$ cat src/verilog/opsf_pkg.sv
// Purpose: shared constants and types for the output pacing and synthetic frame stage
// Assumes: registers sit at their printed offsets on a plain write/read port
// Notes:   field positions and reset values are named once here
package opsf_pkg;
    // register offsets
    localparam logic [7:0]  ADDR_CLK3      = 8'h0f;
    localparam logic [7:0]  ADDR_WIDTH     = 8'h10;
    localparam logic [7:0]  ADDR_HEIGHT    = 8'h11;
    localparam logic [7:0]  ADDR_TIMING    = 8'h12;
    // reset values
    localparam logic [7:0]  RST_CLK3       = 8'h03;
    localparam logic [11:0] RST_WIDTH      = 12'h640;
    localparam logic [11:0] RST_HEIGHT     = 12'h258;
    localparam logic [15:0] RST_TIMING     = 16'h0606;
    // field positions
    localparam int          DIV_LSB        = 0;
    localparam int          DIV_MSB        = 3;
    localparam int          SLEW_LSB       = 5;
    localparam int          SLEW_MSB       = 7;
    localparam int          LEAD_LSB       = 0;
    localparam int          LEAD_MSB       = 7;
    localparam int          TRAIL_LSB      = 8;
    localparam int          TRAIL_MSB      = 15;
    // buffer shape and fill thresholds
    localparam int          DATA_W         = 8;
    localparam int          FIFO_DEPTH     = 4;
    localparam int          CNT_W          = 3;
    localparam logic [2:0]  FILL_HALF      = 3'(FIFO_DEPTH / 2);
    localparam logic [2:0]  FILL_3Q        = 3'((FIFO_DEPTH * 3) / 4);

    typedef struct packed {
        logic [7:0]  clk3;
        logic [11:0] width;
        logic [11:0] height;
        logic [15:0] timing;
    } opsf_cfg_s;

    typedef struct packed {
        logic              frame_valid;
        logic              line_valid;
        logic [DATA_W-1:0] data;
    } opsf_pix_s;

    typedef enum logic [3:0] {
        ST_IDLE  = 4'b0001,
        ST_LEAD  = 4'b0010,
        ST_LINE  = 4'b0100,
        ST_TRAIL = 4'b1000
    } opsf_state_e;

    typedef enum logic [2:0] {
        SEL_ONE   = 3'b001,
        SEL_TWO   = 3'b010,
        SEL_THREE = 3'b100
    } opsf_sel_e;
endpackage

$ cat src/verilog/opsf_top.sv
// Purpose: drains the output buffer at a fill-dependent pace inside a synthetic frame
// Assumes: clk_sys is the master clock; cfg port writes are single-cycle strobes
// Notes:   pixel_out_clock is a one-cycle strobe per output pixel; pad logic forms the pin
// Function
// - third pace clock divides master clock by 4-bit divisor in bits 3:0.
// - switch second to third pace clock at three quarters buffer fill.
// - third divisor zero acts like one, master clock passes undivided.
// - edge-rate bits 7:5 drive clock pin when third pace clock selected.
// - line-active strobe stays high for width field output clocks.
// - height field sets line-active pulses per frame-active assertion.
// - height ignored while output configuration bit 5 is set.
// - wait lead field clocks before raising line-active; software keeps lead >= 5.
// - insert trail field clocks after line-active falls; software keeps trail >= 5.
// - first and second pace clocks use own 4-bit divisors, zero as one.
// - switch first to second pace clock at half buffer fill.
// - shadow copy at end of input vertical blanking unless hold bit set.
`timescale 1ns/1ps
`default_nettype none
module opsf_top (
    input  wire logic                        clk_sys,
    input  wire logic                        srst,
    input  wire logic                        cfg_wr,
    input  wire logic [7:0]                  cfg_addr,
    input  wire logic [15:0]                 cfg_wdata,
    output logic [15:0]                      cfg_rdata,
    input  wire logic [3:0]                  first_clock_divisor,
    input  wire logic [2:0]                  first_clock_slew,
    input  wire logic [3:0]                  second_clock_divisor,
    input  wire logic [2:0]                  second_clock_slew,
    input  wire logic                        height_ignore,
    input  wire logic                        shadow_hold,
    input  wire logic                        vblank_end,
    input  wire logic                        in_valid,
    output logic                             in_ready,
    input  wire logic [opsf_pkg::DATA_W-1:0] in_data,
    output logic                             pixel_out_clock,
    output logic [2:0]                       clock_slew,
    output opsf_pkg::opsf_pix_s              pix_out
);
    opsf_pkg::opsf_cfg_s   reg_r, reg_nxt, sh_r, sh_nxt;
    logic [3:0]            sh1_div_r, sh2_div_r, sh1_div_nxt, sh2_div_nxt;
    logic [15:0]           rdata_nxt;
    opsf_pkg::opsf_sel_e   sel_r, sel_nxt;
    logic [3:0]            div_cnt_r, div_cnt_nxt, cur_div, eff_div;
    logic [2:0]            slew_nxt;
    logic                  tick;
    opsf_pkg::opsf_state_e st_r, st_nxt;
    logic [11:0]           pix_cnt_r, pix_cnt_nxt, line_cnt_r, line_cnt_nxt;
    logic [7:0]            gap_cnt_r, gap_cnt_nxt;
    opsf_pkg::opsf_pix_s   pix_nxt;
    logic                  fifo_valid, fifo_pop;
    logic [opsf_pkg::DATA_W-1:0] fifo_data;
    logic [2:0]            fill;
    logic [7:0]            lead_v, trail_v;
    logic                  last_line;

    // buffer between image pipeline and output pins
    opsf_fifo #(
        .W (opsf_pkg::DATA_W),
        .D (opsf_pkg::FIFO_DEPTH),
        .C (opsf_pkg::CNT_W)
    ) u_fifo (
        .clk_sys   (clk_sys),
        .srst      (srst),
        .in_valid  (in_valid),
        .in_ready  (in_ready),
        .in_data   (in_data),
        .out_valid (fifo_valid),
        .out_ready (fifo_pop),
        .out_data  (fifo_data),
        .fill      (fill)
    );

    // register file writes, readback and shadow transfer
    always_comb begin
        reg_nxt     = reg_r;
        sh_nxt      = sh_r;
        sh1_div_nxt = sh1_div_r;
        sh2_div_nxt = sh2_div_r;
        rdata_nxt   = 16'h0000;
        if (cfg_wr) begin
            case (cfg_addr)
                opsf_pkg::ADDR_CLK3:   reg_nxt.clk3   = cfg_wdata[7:0];
                opsf_pkg::ADDR_WIDTH:  reg_nxt.width  = cfg_wdata[11:0];
                opsf_pkg::ADDR_HEIGHT: reg_nxt.height = cfg_wdata[11:0];
                opsf_pkg::ADDR_TIMING: reg_nxt.timing = cfg_wdata;
                default:               reg_nxt        = reg_r;
            endcase
        end
        case (cfg_addr)
            opsf_pkg::ADDR_CLK3:   rdata_nxt = {8'h00, reg_r.clk3 & 8'hef};
            opsf_pkg::ADDR_WIDTH:  rdata_nxt = {4'h0, reg_r.width};
            opsf_pkg::ADDR_HEIGHT: rdata_nxt = {4'h0, reg_r.height};
            opsf_pkg::ADDR_TIMING: rdata_nxt = reg_r.timing;
            default:               rdata_nxt = 16'h0000;
        endcase
        // shadow update gate
        // copying only at vblank end keeps the running frame consistent
        if (vblank_end && !shadow_hold) begin
            sh_nxt      = reg_r;
            sh1_div_nxt = first_clock_divisor;
            sh2_div_nxt = second_clock_divisor;
        end
    end

    always_ff @(posedge clk_sys) begin
        if (srst) begin
            reg_r     <= '{opsf_pkg::RST_CLK3, opsf_pkg::RST_WIDTH,
                           opsf_pkg::RST_HEIGHT, opsf_pkg::RST_TIMING};
            sh_r      <= '{opsf_pkg::RST_CLK3, opsf_pkg::RST_WIDTH,
                           opsf_pkg::RST_HEIGHT, opsf_pkg::RST_TIMING};
            sh1_div_r <= 4'h1;
            sh2_div_r <= 4'h1;
            cfg_rdata <= 16'h0000;
        end else begin
            reg_r     <= reg_nxt;
            sh_r      <= sh_nxt;
            sh1_div_r <= sh1_div_nxt;
            sh2_div_r <= sh2_div_nxt;
            cfg_rdata <= rdata_nxt;
        end
    end

    // pace source selection, divider and slew choice
    always_comb begin
        if (fill >= opsf_pkg::FILL_3Q) begin
            sel_nxt = opsf_pkg::SEL_THREE;
        end else if (fill >= opsf_pkg::FILL_HALF) begin
            sel_nxt = opsf_pkg::SEL_TWO;
        end else begin
            sel_nxt = opsf_pkg::SEL_ONE;
        end
        case (sel_r)
            opsf_pkg::SEL_THREE: cur_div = sh_r.clk3[opsf_pkg::DIV_MSB:opsf_pkg::DIV_LSB];
            opsf_pkg::SEL_TWO:   cur_div = sh2_div_r;
            default:             cur_div = sh1_div_r;
        endcase
        eff_div     = (cur_div == 4'h0) ? 4'h1 : cur_div;
        tick        = (div_cnt_r >= eff_div - 4'h1);
        div_cnt_nxt = tick ? 4'h0 : div_cnt_r + 4'h1;
        case (sel_r)
            opsf_pkg::SEL_THREE: slew_nxt = sh_r.clk3[opsf_pkg::SLEW_MSB:opsf_pkg::SLEW_LSB];
            opsf_pkg::SEL_TWO:   slew_nxt = second_clock_slew;
            default:             slew_nxt = first_clock_slew;
        endcase
    end

    always_ff @(posedge clk_sys) begin
        if (srst) begin
            sel_r           <= opsf_pkg::SEL_ONE;
            div_cnt_r       <= 4'h0;
            clock_slew      <= 3'h0;
            pixel_out_clock <= 1'b0;
        end else begin
            sel_r           <= sel_nxt;
            div_cnt_r       <= div_cnt_nxt;
            clock_slew      <= slew_nxt;
            pixel_out_clock <= tick;
        end
    end

    // synthetic frame sequencer, advanced once per output pixel clock
    assign lead_v    = sh_r.timing[opsf_pkg::LEAD_MSB:opsf_pkg::LEAD_LSB];
    assign trail_v   = sh_r.timing[opsf_pkg::TRAIL_MSB:opsf_pkg::TRAIL_LSB];
    // height ignored
    // with height ignored the frame runs until the buffer drains
    assign last_line = height_ignore ? !fifo_valid : (line_cnt_r + 12'h001 >= sh_r.height);
    assign fifo_pop  = tick && (st_nxt == opsf_pkg::ST_LINE); // pops line up with line-active

    always_comb begin
        st_nxt       = st_r;
        pix_cnt_nxt  = pix_cnt_r;
        line_cnt_nxt = line_cnt_r;
        gap_cnt_nxt  = gap_cnt_r;
        pix_nxt      = pix_out;
        if (tick) begin
            case (st_r)
                opsf_pkg::ST_IDLE: begin
                    if (fifo_valid) begin
                        st_nxt       = opsf_pkg::ST_LEAD;
                        gap_cnt_nxt  = 8'h01;
                        line_cnt_nxt = 12'h000;
                    end
                end
                opsf_pkg::ST_LEAD: begin
                    if (gap_cnt_r >= lead_v) begin
                        st_nxt      = opsf_pkg::ST_LINE;
                        pix_cnt_nxt = 12'h001;
                    end else begin
                        gap_cnt_nxt = gap_cnt_r + 8'h01;
                    end
                end
                opsf_pkg::ST_LINE: begin
                    if (pix_cnt_r >= sh_r.width) begin
                        st_nxt      = opsf_pkg::ST_TRAIL;
                        gap_cnt_nxt = 8'h01;
                    end else begin
                        pix_cnt_nxt = pix_cnt_r + 12'h001;
                    end
                end
                opsf_pkg::ST_TRAIL: begin
                    if (gap_cnt_r < trail_v) begin
                        gap_cnt_nxt = gap_cnt_r + 8'h01;
                    end else if (last_line) begin
                        st_nxt = opsf_pkg::ST_IDLE;
                    end else begin
                        st_nxt       = opsf_pkg::ST_LEAD;
                        gap_cnt_nxt  = 8'h01;
                        line_cnt_nxt = line_cnt_r + 12'h001;
                    end
                end
                default: st_nxt = opsf_pkg::ST_IDLE;
            endcase
            pix_nxt.frame_valid = (st_nxt != opsf_pkg::ST_IDLE);
            pix_nxt.line_valid  = (st_nxt == opsf_pkg::ST_LINE);
            // underrun sends zero rather than stalling the line
            pix_nxt.data = (st_nxt == opsf_pkg::ST_LINE && fifo_valid) ? fifo_data : '0;
        end
    end

    always_ff @(posedge clk_sys) begin
        if (srst) begin
            st_r       <= opsf_pkg::ST_IDLE;
            pix_cnt_r  <= 12'h000;
            line_cnt_r <= 12'h000;
            gap_cnt_r  <= 8'h00;
            pix_out    <= '0;
        end else begin
            st_r       <= st_nxt;
            pix_cnt_r  <= pix_cnt_nxt;
            line_cnt_r <= line_cnt_nxt;
            gap_cnt_r  <= gap_cnt_nxt;
            pix_out    <= pix_nxt;
        end
    end
endmodule
`default_nettype wire

$ cat src/verilog/opsf_fifo.sv
// Purpose: small output buffer with valid/ready on both sides and a fill count
// Assumes: one clock, synchronous active-high reset
// Notes:   fill count feeds the pacing clock selection
`timescale 1ns/1ps
`default_nettype none
module opsf_fifo #(
    parameter int W = 8,
    parameter int D = 4,
    parameter int C = 3
) (
    input  wire logic         clk_sys,
    input  wire logic         srst,
    input  wire logic         in_valid,
    output logic              in_ready,
    input  wire logic [W-1:0] in_data,
    output logic              out_valid,
    input  wire logic         out_ready,
    output logic [W-1:0]      out_data,
    output logic [C-1:0]      fill
);
    logic [W-1:0]         mem_r [D];
    logic [$clog2(D)-1:0] wp_r, wp_nxt, rp_r, rp_nxt;
    logic [C-1:0]         cnt_r, cnt_nxt;
    logic                 push, pop;
    logic                 rdy_r, rdy_nxt;

    // ready is registered so the top output comes from a flop
    assign in_ready  = rdy_r;
    assign out_valid = (cnt_r != '0);
    assign out_data  = mem_r[rp_r];
    assign fill      = cnt_r;
    assign push      = in_valid && in_ready;
    assign pop       = out_valid && out_ready;

    // pointer and count next values
    always_comb begin
        wp_nxt  = push ? wp_r + 1'b1 : wp_r;
        rp_nxt  = pop ? rp_r + 1'b1 : rp_r;
        cnt_nxt = cnt_r + C'(push) - C'(pop);
        rdy_nxt = (cnt_nxt != C'(D));
    end

    always_ff @(posedge clk_sys) begin
        if (srst) begin
            wp_r  <= '0;
            rp_r  <= '0;
            cnt_r <= '0;
            rdy_r <= 1'b1;
        end else begin
            wp_r  <= wp_nxt;
            rp_r  <= rp_nxt;
            cnt_r <= cnt_nxt;
            rdy_r <= rdy_nxt;
        end
    end

    // storage needs no reset; only written entries are read
    always_ff @(posedge clk_sys) begin
        if (push) begin
            mem_r[wp_r] <= in_data;
        end
    end
endmodule
`default_nettype wire

$ cat config.mk
export PLATFORM = sky130hd
export DESIGN_NAME = opsf_top
export DESIGN_NICKNAME = d
export VERILOG_FILES = /design/src/verilog/opsf_pkg.sv /design/src/verilog/opsf_top.sv /design/src/verilog/opsf_fifo.sv
export SDC_FILE = /design/constraint.sdc
export NUM_CORES = 1
export LEC_CHECK = 0
export CAP_MARGIN = 10
export CORE_UTILIZATION = 55
export CTS_CLUSTER_DIAMETER = 50
export DETAILED_ROUTE_END_ITERATION = 12
export DONT_BUFFER_PORTS = 1
export PLACE_DENSITY = 0.78
export SLEW_MARGIN = 20
export SYNTH_ARGS = -nofsm -noshare
export SYNTH_HDL_FRONTEND = slang
export SYNTH_SLANG_ARGS = --single-unit
$ cat constraint.sdc
create_clock -name clk_sys -period 11.8 [get_ports clk_sys]
set_input_delay 0.59 -clock clk_sys [delete_from_list [all_inputs] [get_ports clk_sys]]
set_output_delay 0.59 -clock clk_sys [all_outputs]
set_load 0.1 [all_outputs]
==> impl_metrics.ini <==
[hold_path]
hp-start = srst
hp-class = in -> reg

[synth]
synthDistinctLibCells = 67
synth_area_per_cell_sq_um = 9.05
synth_edf_count = 32
synth_ff_type = dfxtp_1
synth_nets = 1186
yosys_warnings = 0
async_reset_ff_frac = 0
syn_area_sq_um = 9740
ys_ff_latch = 217
syn-instance-count = 1076
seq_area_frac_synth = 0.479

[clock_network]
post-cts-setup-buffer-count = 0
cts_buffers = 26
clkSinkCount = 217
ctsHtreeMaxLevel = 1
cts_root_buffer = clkbuf_16
holdBufCountCts = 0
cts_resized = 0
cts_tree = yes
clk_pin_slew_ns = 0.06
clkLatencyLatePin_ns = 0.52
ctsLongestPathBuffers = 3

[cells_and_area]
num-fill-cells = 1451
final_nets = 1165
layout_commonest_cell = nand2_1
final_cells = 1300
synthToLayoutAreaGrowth_pct = 10.0
final_cell_mix = 251 x nand2_1, 185 x dfxtp_1, 113 x a21oi_1
multiInputGateArea_sq_um = 4660
diodes = 0
drive_gt1_frac = 0.0763
regArea_sq_um = 4660

[setup_path]
path_class = reg -> reg
cp_num_buf_inv = 1
end_kind = register
crit_start = sel_r[1]$_SDFF_PP0_
crit_fanout = 20
worstSetupStartpointType = register
crit_slowest_cell = nor3b_1
required_ns = 12.20
critical-path-top-delay-family = compound AO/OA/AOI/OAI gates
cpPeakStageDelay_ns = 0.68
worst_path_most_repeated_cell = ha_1
timing.rr.start = sel_r[1]$_SDFF_PP0_
arrival_ns = 5.29
cp_cell_sequence = nor3b_1, nor2_1, a21oi_1, and2_1, a21boi_0, ha_1, ha_1, a21oi_1, o21a_1, a211oi_2, ha_1, inv_1, ha_1, fa_1, xor2_1, nor2_1, nand2_1

[global_route]
grt_overflow = 0
globalRouteTotalUtil = 0.249
grt_pass1_wl_microns = 36300
grt_max_degree = 111
antenna_found_initial = 0
grt_pass1_vias = 7244

[die]
rows = 48
core_area_sq_um = 17300
chipWidth_microns = 135
die-height_microns = 135
die_area_sq_um = 18200
pin_count = 84
start_util = 0.563

[place]
hpwl_microns = 15000
placedCellCount = 1252
portBuffers = 0
gp_congestion = 0.838

[detailed_routing]
wire_per_inst_microns = 17.1
viasPerCell = 5.90
routed.top_layer = met4
vias = 7670
wl_met2_microns = 10400
drtIter0Drc = 584
drtPass1Iterations = 5
drc = 0
drt_wl_total_microns = 22300
m1WireLength_microns = 9590
wl_met3_microns = 1570
final_antenna_net_count = 0

[sta]
slew_headroom = 0.270
whs_ns = 0.163
hold_viol = 0
rsz0062_at_grt = no
max_freq_mhz = 204
fin_crit_sh = 0.415
maxSlewViolCount = 0
setup_tns_ns = 0
finClkSkew_ns = 0.0186
setup_viol = 0
post-route-min-period_ns = 4.89
worst_pin_slew_ns = 1.09

[power]
p_leak_nw = 3.89
ir_drop_uv = 124
power_density_nw_per_um2 = 172
power_mw = 1.84

[job]
max_cap_violations = 0

[outcome]
status = completed
==> registers in the layout, indices dropped and copies added (netlist names), 4 cells and up, named ones only <==
| signal | flops |
|---|---|
| gap_cnt_r | 8 |
| sh2_div_r | 4 |
| cfg_rdata | 16 |
| lead_v | 8 |
| pix_out | 10 |
| st_r | 4 |
| reg_r | 47 |
| line_cnt_r | 12 |
| sh1_div_r | 4 |
| sh_r | 39 |
| pix_cnt_r | 12 |
| u_fifo.mem_r | 32 |
| div_cnt_r | 4 |
==> cell families after synthesis <==
logic type	Yosys count	synth area share
AOI/OAI and AO/OA	240	0.167
buffers and inverters	112	0.0442
adders and majority gates	57	0.0740
xor gates and xnor gates	26	0.0234
and+or+nand+nor	413	0.191
muxes	11	0.0217
DFF	217	0.479
==> power breakdown <==
part / total [mW] / switching [mW] / internal [mW] / leakage [nW]
Sequential: 0.868 / 0.0783 / 0.790 / 1.79
Clock: 0.767 / 0.319 / 0.448 / 0.420
Combinational: 0.209 / 0.135 / 0.0747 / 1.68
Total: 1.84 / 0.532 / 1.31 / 3.89
==> synth_stat cells, types with 7 or more instances <==
cell type | n | area, sq um
nand2_1 | 251 | 942
a22o_1 | 12 | 105
xor2_1 | 7 | 61.3
and3_1 | 14 | 87.6
a211oi_1 | 8 | 60.1
o21ai_0 | 22 | 110
clkbuf_1 | 43 | 161
dfxtp_1 | 185 | 3700
edfxtp_1 | 32 | 961
nor3_1 | 11 | 55.1
o211ai_1 | 14 | 105
nand3_1 | 37 | 185
a22oi_1 | 7 | 52.6
inv_1 | 56 | 210
mux4_2 | 8 | 180
nor2b_1 | 7 | 43.8
xnor2_1 | 19 | 166
ha_1 | 56 | 701
nand4_1 | 8 | 50.1
a222oi_1 | 8 | 80.1
a21oi_1 | 113 | 566
nor2_1 | 46 | 173
nand2b_1 | 7 | 43.8
==> cell type report <==
cell class,instances,area share
clock buffers,31,0.0682
inverters,57,0.0200
repair buffers,6,0.00420
well taps,225,0.0263
clock inverters,17,0.0109
multi-input cells,747,0.435
flip-flops and latches,217,0.435
==> worst paths after layout <==
kind | endpoint | slack (ns) | cells after the start
setup / recovery | u_fifo.in_ready$_SDFF_PP1_ | 6.91 | 17
hold reg to reg | sh_r[21]$_SDFFE_PP0P_ | 0.45 | 2
hold / removal | u_fifo.wp_r[0]$_SDFFE_PP0P_ | 0.16 | 1
setup reg to reg | u_fifo.in_ready$_SDFF_PP1_ | 6.91 | 17
==> layer usage <==
layer,vias to the layer above,track usage
met5,-,0
met4,0,0.0999
met3,52,0.0473
met2,238,0.407
met1,3663,0.324
li1,3717,-
==> metrics by stage <==
step / worst slack [ns] / util / area, sq um
2_1_floorplan: 7.89 / - / 9740
3_5_place_dp: 6.92 / 0.570 / 9860
5_1_grt: 6.42 / 0.619 / 10700
3_3_place_gp: 7.18 / 0.570 / 9860
6_report: 6.91 / 0.619 / 10700
4_1_cts: 6.92 / 0.619 / 10700
(Power assumes the default switching activity.)
